[src/rtl/rf_pkg.sv]
// Shared constants and types for the peripheral control register file
package rf_pkg;
   // Address space: 8 rows of 16 nibble columns
   localparam int ADDR_W = 7;
   localparam int NIB_W = 4;
   localparam int CTRL_NIBS = 64;
   localparam int CTRL_BITS = 256;
   localparam int ROW_MAX = 7;
   localparam int COL_MAX = 15;
   // Top address bit selects the data memory alias half (40h..7fh)
   localparam int ALIAS_BIT = 6;
   localparam logic [ADDR_W-1:0] CTRL_FIRST = 7'h00;
   localparam logic [ADDR_W-1:0] CTRL_LAST = 7'h3f;
   localparam logic [ADDR_W-1:0] ALIAS_FIRST = 7'h40;
   localparam logic [ADDR_W-1:0] ALIAS_LAST = 7'h7f;

   // Control nibbles that exist; 00h, 10h and 19h are unused
   localparam logic [CTRL_NIBS-1:0] IMPL_MAP = 64'hffff_ffff_fdfe_fffe;
   // Bits software may write, one nibble per address, 3fh at the left
   localparam logic [CTRL_BITS-1:0] WR_MASK =
      256'h111111fffff0ff1f_fff111101ff7f071_700f330f0077f070_3073ff1f0bff10f0;
   // Stored bits that read back (read/write bits, not write-only ones)
   localparam logic [CTRL_BITS-1:0] RD_MASK =
      256'h111111fffff0ff1f_fff111101ff7f071_700f030f0077f070_3043ff1f02ff10f0;
   // Read-only bits that show live peripheral state
   localparam logic [CTRL_BITS-1:0] HW_MASK =
      256'h2200000000000000_0002000f00080000_0000000000000010_0100000010000000;
   // Flag bits that hardware sets and a read clears
   localparam logic [CTRL_BITS-1:0] RC_MASK =
      256'h0000000000010000_0000000000000100_0110000011000000_0000000000000100;

   // Reset value of every stored control nibble
   localparam logic [NIB_W-1:0] CTRL_RESET = 4'h0;
   // Value returned for unused or write-only bits
   localparam logic [NIB_W-1:0] UNDEF_READ = 4'h0;
   // Cycles from taking a data memory read to the window load
   localparam int MEM_READ_CYCLES = 3;

   // One transfer request from the core
   typedef struct packed {
      logic rd;
      logic wr;
      logic [ADDR_W-1:0] addr;
      logic [NIB_W-1:0] wdata;
   } rf_req_t;

   // Access to the current data memory bank
   typedef struct packed {
      logic rd;
      logic wr;
      logic [ADDR_W-1:0] addr;
      logic [NIB_W-1:0] wdata;
   } dmem_req_t;
endpackage

[src/rtl/peripheral_control_register_file.sv]
// Nibble register file: control registers plus data memory alias window
//
// Notes on behaviour
// - Nibble addressing, rows 0-7, columns 0-15
// - Locations 00h-3fh are peripheral control registers
// - Locations 40h-7fh alias current data memory bank
// - Read instruction copies location into window register
// - Write instruction stores window nibble into location
// - Only 61 control nibbles exist, three unused
// - Unused reads undefined, writes change nothing
// - Each nibble R/W, RO, WO or read-clear
// - Writes to read-only nibbles have no effect
// - Write-only reads undefined, setting kept intact
// - Forced-zero bits always read zero
`timescale 1ns/100ps
module peripheral_control_register_file
   import rf_pkg::*;
(
   input wire logic i_clk,
   input wire logic i_arst_n,
   input wire rf_req_t i_req,
   input wire logic [CTRL_BITS-1:0] i_status,
   input wire logic [NIB_W-1:0] i_dmem_rdata,
   output logic [NIB_W-1:0] o_window_data,
   output logic o_window_load,
   output logic o_busy,
   output dmem_req_t o_dmem,
   output logic [CTRL_BITS-1:0] o_ctrl
);

   typedef enum logic [1:0] {
      ST_IDLE,
      ST_MEM_ISSUE,
      ST_MEM_CAPTURE
   } seq_state_t;

   seq_state_t state_reg;
   logic [NIB_W-1:0] ctrl_reg [CTRL_NIBS];
   logic [NIB_W-1:0] ctrl_next [CTRL_NIBS];
   logic take_rd;
   logic take_wr;
   logic is_alias;
   logic [5:0] nib_idx;
   logic [NIB_W-1:0] rd_nibble;
   logic [NIB_W-1:0] wdata_reg;
   logic [NIB_W-1:0] window_reg;
   logic load_reg;
   logic [ADDR_W-1:0] mem_addr_reg;
   logic mem_rd_reg;
   logic mem_wr_reg;

   // Requests are taken only while idle; a read beats a write in one cycle
   assign take_rd = i_req.rd && (state_reg == ST_IDLE);
   assign take_wr = i_req.wr && !i_req.rd && (state_reg == ST_IDLE);
   // Row in bits 6:4, column in bits 3:0
   assign is_alias = i_req.addr[ALIAS_BIT];
   assign nib_idx = i_req.addr[5:0];

   // Read value of the addressed control nibble
   always_comb begin
      logic [CTRL_BITS-1:0] vis;
      vis = '0;
      for (int k = 0; k < CTRL_NIBS; k++) begin
         vis[k*NIB_W +: NIB_W] = (ctrl_reg[k] & (RD_MASK[k*NIB_W +: NIB_W]
                                 | RC_MASK[k*NIB_W +: NIB_W]))
                                 | (i_status[k*NIB_W +: NIB_W] & HW_MASK[k*NIB_W +: NIB_W]);
      end
      // Unused and write-only bits read as a fixed pattern
      if (!IMPL_MAP[nib_idx]) begin
         rd_nibble = UNDEF_READ;
      end else begin
         rd_nibble = vis[nib_idx*NIB_W +: NIB_W];
      end
   end

   // Next value of every control nibble
   generate
      for (genvar g = 0; g < CTRL_NIBS; g++) begin : g_nib
         localparam logic [NIB_W-1:0] WM = WR_MASK[g*NIB_W +: NIB_W];
         localparam logic [NIB_W-1:0] RCM = RC_MASK[g*NIB_W +: NIB_W];
         logic hit_wr;
         logic hit_rd;
         assign hit_wr = take_wr && !is_alias && (nib_idx == 6'(g)) && IMPL_MAP[g];
         assign hit_rd = take_rd && !is_alias && (nib_idx == 6'(g));
         always_comb begin
            ctrl_next[g] = ctrl_reg[g];
            // Only writable bits take the window value
            if (hit_wr) begin
               ctrl_next[g] = (ctrl_reg[g] & ~WM) | (i_req.wdata & WM);
            end
            // Read clears the flag in the same edge
            if (hit_rd) begin
               ctrl_next[g] = ctrl_next[g] & ~RCM;
            end
            // Hardware set wins over the read clear so no event is lost
            ctrl_next[g] = ctrl_next[g] | (i_status[g*NIB_W +: NIB_W] & RCM);
            // Forced-zero bits never hold a one
            ctrl_next[g] = ctrl_next[g] & (WM | RCM);
         end

      end
   endgenerate

   // Control nibble storage
   always_ff @(posedge i_clk or negedge i_arst_n) begin
      if (!i_arst_n) begin
         for (int k = 0; k < CTRL_NIBS; k++) begin
            ctrl_reg[k] <= CTRL_RESET;
         end
      end else begin
         for (int k = 0; k < CTRL_NIBS; k++) begin
            ctrl_reg[k] <= ctrl_next[k];
         end
      end
   end

   // Peripheral-facing copy comes straight from the storage flops
   always_comb begin
      for (int k = 0; k < CTRL_NIBS; k++) begin
         o_ctrl[k*NIB_W +: NIB_W] = ctrl_reg[k];
      end
   end

   // Sequencer for alias reads, which wait on the data memory
   always_ff @(posedge i_clk or negedge i_arst_n) begin
      if (!i_arst_n) begin
         state_reg <= ST_IDLE;
      end else begin
         unique case (state_reg)
            ST_IDLE: begin
               if (take_rd && is_alias) begin
                  state_reg <= ST_MEM_ISSUE;
               end
            end
            ST_MEM_ISSUE: begin
               state_reg <= ST_MEM_CAPTURE;
            end
            ST_MEM_CAPTURE: begin
               state_reg <= ST_IDLE;
            end
         endcase
      end
   end

   // Data memory strobes, address and write data
   always_ff @(posedge i_clk or negedge i_arst_n) begin
      if (!i_arst_n) begin
         mem_rd_reg <= 1'b0;
         mem_wr_reg <= 1'b0;
         mem_addr_reg <= ALIAS_FIRST;
         wdata_reg <= 4'h0;
      end else begin
         mem_rd_reg <= take_rd && is_alias;
         mem_wr_reg <= take_wr && is_alias;
         if ((take_rd || take_wr) && is_alias) begin
            mem_addr_reg <= i_req.addr;
            wdata_reg <= i_req.wdata;
         end
      end
   end

   // Window register load; control reads answer in one cycle
   always_ff @(posedge i_clk or negedge i_arst_n) begin
      if (!i_arst_n) begin
         window_reg <= 4'h0;
         load_reg <= 1'b0;
      end else begin
         load_reg <= 1'b0;
         if (take_rd && !is_alias) begin
            window_reg <= rd_nibble;
            load_reg <= 1'b1;
         end else if (state_reg == ST_MEM_CAPTURE) begin
            window_reg <= i_dmem_rdata;
            load_reg <= 1'b1;
         end
      end
   end

   // Busy flag, so the core holds off during an alias read
   always_ff @(posedge i_clk or negedge i_arst_n) begin
      if (!i_arst_n) begin
         o_busy <= 1'b0;
      end else begin
         o_busy <= (take_rd && is_alias) || (state_reg == ST_MEM_ISSUE);
      end
   end

   assign o_window_data = window_reg;
   assign o_window_load = load_reg;
   assign o_dmem.rd = mem_rd_reg;
   assign o_dmem.wr = mem_wr_reg;
   assign o_dmem.addr = mem_addr_reg;
   assign o_dmem.wdata = wdata_reg;

   logic [CTRL_BITS-1:0] ctrl_keep;
   assign ctrl_keep = o_ctrl & ~RC_MASK;

   // Dwell counter for the sequencer; an alias read must never stall the core for more than two cycles
   logic [1:0] busy_cnt_reg;
   always_ff @(posedge i_clk or negedge i_arst_n) begin
      if (!i_arst_n) begin
         busy_cnt_reg <= 2'h0;
      end else if (o_busy) begin
         if (busy_cnt_reg != 2'h3) begin
            busy_cnt_reg <= busy_cnt_reg + 2'h1;
         end
      end else begin
         busy_cnt_reg <= 2'h0;
      end
   end
endmodule

[config.mk]
export PLATFORM = sky130hd
export DESIGN_NAME = peripheral_control_register_file
export DESIGN_NICKNAME = d
export VERILOG_FILES = /design/src/rtl/rf_pkg.sv /design/src/rtl/peripheral_control_register_file.sv
export SDC_FILE = /design/constraint.sdc
export NUM_CORES = 1
export LEC_CHECK = 0
export ABC_CLOCK_PERIOD_IN_PS = 4100
export BUFFER_PORTS_ARGS = -buffer_cell sky130_fd_sc_hd__buf_2
export CELL_PAD_IN_SITES_DETAIL_PLACEMENT = 1
export CELL_PAD_IN_SITES_GLOBAL_PLACEMENT = 1
export CORE_AREA = 4 4 211 213
export CTS_CLUSTER_DIAMETER = 60
export DETAILED_ROUTE_END_ITERATION = 16
export DIE_AREA = 0 0 215 217
export PLACE_DENSITY_LB_ADDON = 0.1
export SLEW_MARGIN = 0
export SYNTH_ARGS = -nofsm -noshare
export SYNTH_HDL_FRONTEND = slang
export SYNTH_SLANG_ARGS = --single-unit
[constraint.sdc]
create_clock -name i_clk -period 4.1 [get_ports i_clk]
set_input_delay 0.82 -clock i_clk [delete_from_list [all_inputs] [get_ports i_clk]]
set_output_delay 0.82 -clock i_clk [all_outputs]
set_load 0.03 [all_outputs]
== Word-level counts from Yosys, hierarchy flattened ==
Memories as Yosys holds them, arrays and structs flattened.
Cells that the tools add are included.
Cells by class
  div/mod/pow operators: 0
  multiplexer cells: 15
  equal/unequal tests: 60
  shifts and indexed selects: 1
  magnitude comparators: 1
  reductions and logical operators: 71
  $add $sub $neg: 0
  bitwise gates (word level): 12
  $mul: 0
Operators with widths (count)
  256-bit by 9-bit indexed part select with 4-bit output: 1
  6-bit == test (second input constant): 31
  6-bit by 5-bit == test with 1-bit output (second input constant): 13
  1-bit logical AND: 65
  6-bit by 4-bit == test with 1-bit output (second input constant): 7
  6-bit by 3-bit == test with 1-bit output (second input constant): 3
  6-bit by 2-bit == test with 1-bit output (second input constant): 2
  4-bit two-way mux: 3
  1-bit two-way mux: 10
  6-bit by 7-bit less-than comparator with 1-bit output (second input constant): 1
  1-bit bitwise OR: 7
  6-bit by 1-bit == test with 1-bit output (second input constant): 1
  1-bit by 2-bit bitwise OR with 2-bit output: 3
  2-bit case mux with 3 select lines: 1
  3-bit by 4-bit bitwise OR with 4-bit output: 1
  3-bit by 1-bit bitwise OR with 3-bit output: 1
  2-bit by 1-bit == test with 1-bit output (second input constant): 1
  2-bit == test (second input constant): 1
  1-bit zero test: 2
  2-bit zero test: 1
  1-bit logical OR: 2
  2-bit two-way mux: 1
  2-bit by 1-bit != test with 1-bit output (second input constant): 1
  2-bit nonzero test: 1
Word-level totals
  register bits: 167
  RAM bits: 0
  logic and storage cells: 226
  bits of input ports: 275
  memories kept: 1
  bits in read-only memories: 64
  bits in latches: 0
Memory list
  (no name shown): depth 64, bits a word 1, read ports 1, clocked after memory_dff 0, wr ports 0, RTL line peripheral_control_register_file.sv:69  | if (!IMPL_MAP[nib_idx]) begin

== Longest topological paths before layout ==
  word-level depth: 6
  gate-level depth with buffers: 9
  depth with buffers taken out: 8

== Worst setup path after synthesis ==
OpenSTA, ideal clock, no wires.
  path type: input-to-reg
  from: in i_req[4] (netlist name)
  to: reg window_reg[0], in the netlist o_window_data[0]
  buffers on the path: 2
  data required time: 3.969 ns
  setup time: 0.131 ns
  stages: 6
  arrival time: 2.202 ns
  path slack: 1.766 ns
  cells stage by stage: buf_6 buf_8 mux4_2 mux4_2 nor2_1 o32ai_2
On the way
  cells in the longest elaborated chain, start to end: 4
  elaborated cells between the ends (all ways): 5
  classes of those cells: 1 x shift; 3 x mux; 1 x memory
Ends and longest elaborated chain
  from (decl): RTL line peripheral_control_register_file.sv:21  | input wire rf_req_t i_req,
  branches (longest 2 deep; another with 256-bit by 9-bit indexed part select with 4-bit output)
  4-bit two-way mux (*): RTL line peripheral_control_register_file.sv:69
  4-bit two-way mux (*): RTL line peripheral_control_register_file.sv:169  | if (take_rd && !is_alias) begin
  to (signal assigned): RTL line peripheral_control_register_file.sv:170  | window_reg <= rd_nibble;
  to (signal assigned): RTL line peripheral_control_register_file.sv:173  | window_reg <= i_dmem_rdata;
  to (decl): RTL line peripheral_control_register_file.sv:46  | logic [NIB_W-1:0] window_reg;
Mark *: on every way between the ends. The select of a mux whose other input is x is not followed.
A chain may end at the register's enable or synchronous reset.

== Worst setup path in the final report ==
  from: in i_req[7] (netlist name)
  to: reg window_reg[3], in the netlist o_window_data[3]
The elaborated chain is that of the path after synthesis.

==> out/qor.txt <==
DIE
------------------------------------------------------------------------------------------
Core region area ............................................................    42700 µm²
Die outline height ..........................................................       217 µm
Overall die area ............................................................    46700 µm²
Die Width ...................................................................       215 µm
# rows ......................................................................           76
Effective utilization at floorplan ..........................................        21.0%
Number of placed I/O pins ...................................................          550

SYNTH
------------------------------------------------------------------------------------------
Sequential-to-total area share from yosys stat ..............................        46.7%
Cell with the most instances after synthesis ................................ sky130_fd_sc_hd__dfrtp_1
Synthesized instance count ..................................................          768
Commonest cells in the netlist .............................................. 166 x sky130_fd_sc_hd__dfrtp_1, 153 x sky130_fd_sc_hd__mux2_2, 115 x sky130_fd_sc_hd__buf_4, 71 x sky130_fd_sc_hd__nand2_1, 29 x sky130_fd_sc_hd__nor2_1
Fraction of registers with async set or reset after synthesis ...............         100%
Register bit total from synthesis ...........................................          167
Distinct cell type count after synthesis ....................................           66
Synth warnings ..............................................................            0
Library cell occupying the most area in the post-synthesis netlist .......... sky130_fd_sc_hd__dfrtp_1
Largest cells by area after synthesis ....................................... sky130_fd_sc_hd__dfrtp_1 46%, sky130_fd_sc_hd__mux2_2 19%, sky130_fd_sc_hd__buf_4 9.6%, sky130_fd_sc_hd__mux4_2 3.3%, sky130_fd_sc_hd__nand2_1 3.0%
EDFF count, synth ...........................................................            0
Mapped cell area ............................................................     8950 µm²
Avg Synthesized Cell Area ...................................................     11.7 µm²
Synth top area share ........................................................        46.4%
Most common flop cell mapped by yosys ....................................... sky130_fd_sc_hd__dfrtp_1

FINISH
------------------------------------------------------------------------------------------
Area added between synthesis and finish .....................................        22.0%
Total inserted antenna cells ................................................            0
Multi-input gate area in the final layout ...................................     4080 µm²
Number of fill cells in the layout ..........................................         4845
Layout Cells excl Fill ......................................................         1543
Flip-flop and latch area ....................................................     4180 µm²
Final net count .............................................................         1262
Fraction of final layout cells with drive strength greater than 1 ...........        45.7%
Flip-flop count of the largest register, all copies and words added .........          146

PLACEMENT
------------------------------------------------------------------------------------------
Minimum setup slack after placement .........................................     0.859 ns
Placer Congestion ...........................................................        0.769
# port buffers ..............................................................          201
Total half-perimeter wirelength after legalization and detailed placement ...      30.2 mm
Count of placed standard cells including taps ...............................         1511

SETUP PATH
------------------------------------------------------------------------------------------
Combined buffer and inverter count along the critical path ..................            1
Logic depth of the worst setup path including buffers .......................            7
Maximum single-stage delay on the critical path .............................      0.58 ns
Worst R2R Path Depth ........................................................            7
Element type at the critical path start .....................................    input pin
Crit Path Max Fanout ........................................................           25
Start-to-end type of the worst setup path ...................................    in -> reg
Worst Path Arrival ..........................................................      3.13 ns
Critical Path RT ............................................................      4.43 ns
Critical path cell sequence ................................................. buf_2 > nand2b_1 > nor2_1 > a222oi_1 > o221ai_1 > a31oi_1 > nor3_1
Critical path capture point type ............................................         flop
Kind of cell adding the most delay to the critical path ..................... compound AO/OA/AOI/OAI gates
Cell at the slowest stage of the critical path .............................. sky130_fd_sc_hd__a222oi_1

POWER
------------------------------------------------------------------------------------------
Pwr dens ....................................................................   432 nW/µm²
Leakage power of the design .................................................      5.59 nW
Overall power after layout ..................................................      4.71 mW
Worst ir drop on vdd ........................................................     0.297 mV

GLOBAL ROUTE
------------------------------------------------------------------------------------------
Initial antenna violation count .............................................            3
Fraction of met3 tracks used by global routing ..............................        5.39%
Most heavily used metal layer in global routing .............................         met1
Via count of the first global-routing pass ..................................         7156
First-pass GRT wire length ..................................................      56.5 mm
Remaining Overflow, GRT .....................................................            0
Global-route usage over all layers ..........................................        16.9%
GRT met1 Usage ..............................................................        25.5%
Met2 usage in global routing ................................................        24.0%
Maximum number of pins on one net before global-route repair ................           73

FLOW RUN
------------------------------------------------------------------------------------------
Number of maximum-capacitance violations ....................................            0

TIMING
------------------------------------------------------------------------------------------
Final worst-path cycle share ................................................        68.2%
Total negative slack ........................................................         0 ns
Clock skew after layout .....................................................   0.00897 ns
Maximum clock frequency .....................................................      358 MHz
Setup repair after global routing missed its margin .........................        false
Worst slew slack as a fraction of its limit .................................        25.9%
Min Clock Period, post-route ................................................      2.80 ns
Transition at the pin with the smallest max-transition slack ................      1.11 ns
Final setup violation count .................................................            0
Fin. Hold Viols .............................................................            0
Slew Limit Fails ............................................................            0
Post-route worst setup slack ................................................      1.30 ns

DRT
------------------------------------------------------------------------------------------
Detailed-route vias per instance ............................................         4.38
Number of antenna-violating nets in the routed design .......................            0
Detailed-route wire length per cell .........................................      26.0 µm
First-pass iteration count of the detailed router ...........................            4
Number of vias after detailed routing .......................................         6765
Post-Route WL ...............................................................      40.1 mm
Total DRC errors in the routed layout .......................................            0
Number of DRC markers in iteration 0 ........................................          274

CLOCK NETWORK
------------------------------------------------------------------------------------------
Later-pin clock latency in the skew report ..................................      0.45 ns
Clock root cell ............................................................. sky130_fd_sc_hd__clkbuf_16
Buffer levels on the longest clock path .....................................            2
Clock tree sinks ............................................................          167
CTS tree ....................................................................          yes
Gates resized, CTS repair ...................................................            0
Total of hold buffers inserted after clock tree synthesis ...................            0
Clock edge transition at the registers on the reported setup and hold paths .      0.07 ns
Deepest level of the CTS H-tree .............................................            4
Number of buffers inserted to repair setup after CTS ........................            0
Number of CTS-inserted buffers ..............................................           17

HOLD PATH
------------------------------------------------------------------------------------------
Worst Hold Class ............................................................  in -> async

STATUS
------------------------------------------------------------------------------------------
Run status .................................................................. complete, no violations

==> where the power goes <==
| part | leakage (nW) | switching, mW | internal, mW |
|---|---|---|---|
| Clock | 0.275 | 0.752 | 0.949 |
| Combinational | 3.06 | 0.823 | 0.305 |
| Sequential | 2.25 | 0.0952 | 1.79 |
| Total | 5.59 | 1.67 | 3.04 |
==> through the flow <==
step	utilization, %	hold slack, ns	cell area [µm²]
global placement	24.2	0.464	10300
global route	25.6	0.436	10900
finish	25.6	0.395	10900
detailed placement	24.2	0.478	10300
CTS	25.6	0.427	10900
floorplan	-	0.523	9360
==> final timing paths <==
kind	endpoint	start	slack, ns
worst max-delay path	o_window_data[3]$_DFFE_PN0P_	i_req[7]	1.30
worst min-delay path	o_ctrl[19]$_DFFE_PN0P_	i_arst_n	0.40
worst max register to register	o_ctrl[148]$_DFFE_PN0P_	state_reg[0]$_DFFE_PN0P_	1.47
worst min register to register	mem_addr_reg[3]$_DFFE_PN0P_	mem_addr_reg[3]$_DFFE_PN0P_	0.48
max in group asynchronous	o_ctrl[154]$_DFFE_PN0P_	i_arst_n	2.67
min in group i_clk	mem_addr_reg[3]$_DFFE_PN0P_	mem_addr_reg[3]$_DFFE_PN0P_	0.48
==> worst register-to-register path, delay by kind of cell, from the launching register on <==
kind / cells / cell delay (ns)
fa+ha+maj: 1 / 0.21
buf+inv: 1 / 0.09
flops: 1 / 0.40
mux: 1 / 0.39
simple gates: 4 / 1.41
==> layout make-up <==
class                   instances  share of cell area [%]
inverters                       8                   0.275
well taps                     546                    6.26
clock inverters                10                    1.10
flip-flops and latches        167                    38.3
clock buffers                  22                    4.34
multi-input cells             547                    37.4
repair buffers                243                    12.4
==> per-layer routing <==
| metal | wire length (µm) | part of all wire [%] |
|---|---|---|
| met2 | 16500 | 41 |
| met1 | 20400 | 51 |
| met5 | 41 | 0.10 |
| met4 | 212 | 0.53 |
| met3 | 2990 | 7.5 |
==> cells by family (layout without fill, tap and decap cells) <==
kind of cell | Yosys count | in the layout | synth area share, %
AND/OR/NAND/NOR | 169 | 169 | 9.21
AO/OA/AOI/OAI | 80 | 80 | 6.65
buffers and inverters | 163 | 283 | 12.3
adder cells (fa/ha/maj) | 3 | 3 | 0.419
flip-flops | 167 | 167 | 46.7
multiplexers | 185 | 185 | 24.7
other | 1 | 110 | 0.0419
==> layout by cell type (no fill, tap or decap), types with 6 or more instances in the layout <==
cell type                   Yosys  final
sky130_fd_sc_hd__a21o_1         7      7
sky130_fd_sc_hd__conb_1         1    110
sky130_fd_sc_hd__mux4_2        13     13
sky130_fd_sc_hd__clkbuf_16      0     17
sky130_fd_sc_hd__dfrtp_1      166    166
sky130_fd_sc_hd__o21ai_0       10     10
sky130_fd_sc_hd__a221oi_1      11     11
sky130_fd_sc_hd__inv_1          7      7
sky130_fd_sc_hd__mux2_2       153    153
sky130_fd_sc_hd__nand2b_1       7      7
sky130_fd_sc_hd__buf_4        115     40
sky130_fd_sc_hd__mux2i_1       15     15
sky130_fd_sc_hd__buf_2         13    200
sky130_fd_sc_hd__nand3_1       17     17
sky130_fd_sc_hd__nand2_1       71     71
sky130_fd_sc_hd__nor3_1         9      9
sky130_fd_sc_hd__nor2_1        29     29
sky130_fd_sc_hd__a21oi_1        9      9
sky130_fd_sc_hd__nor3_2         6      6
No activity file was read; power rests on OpenSTA's default activity.
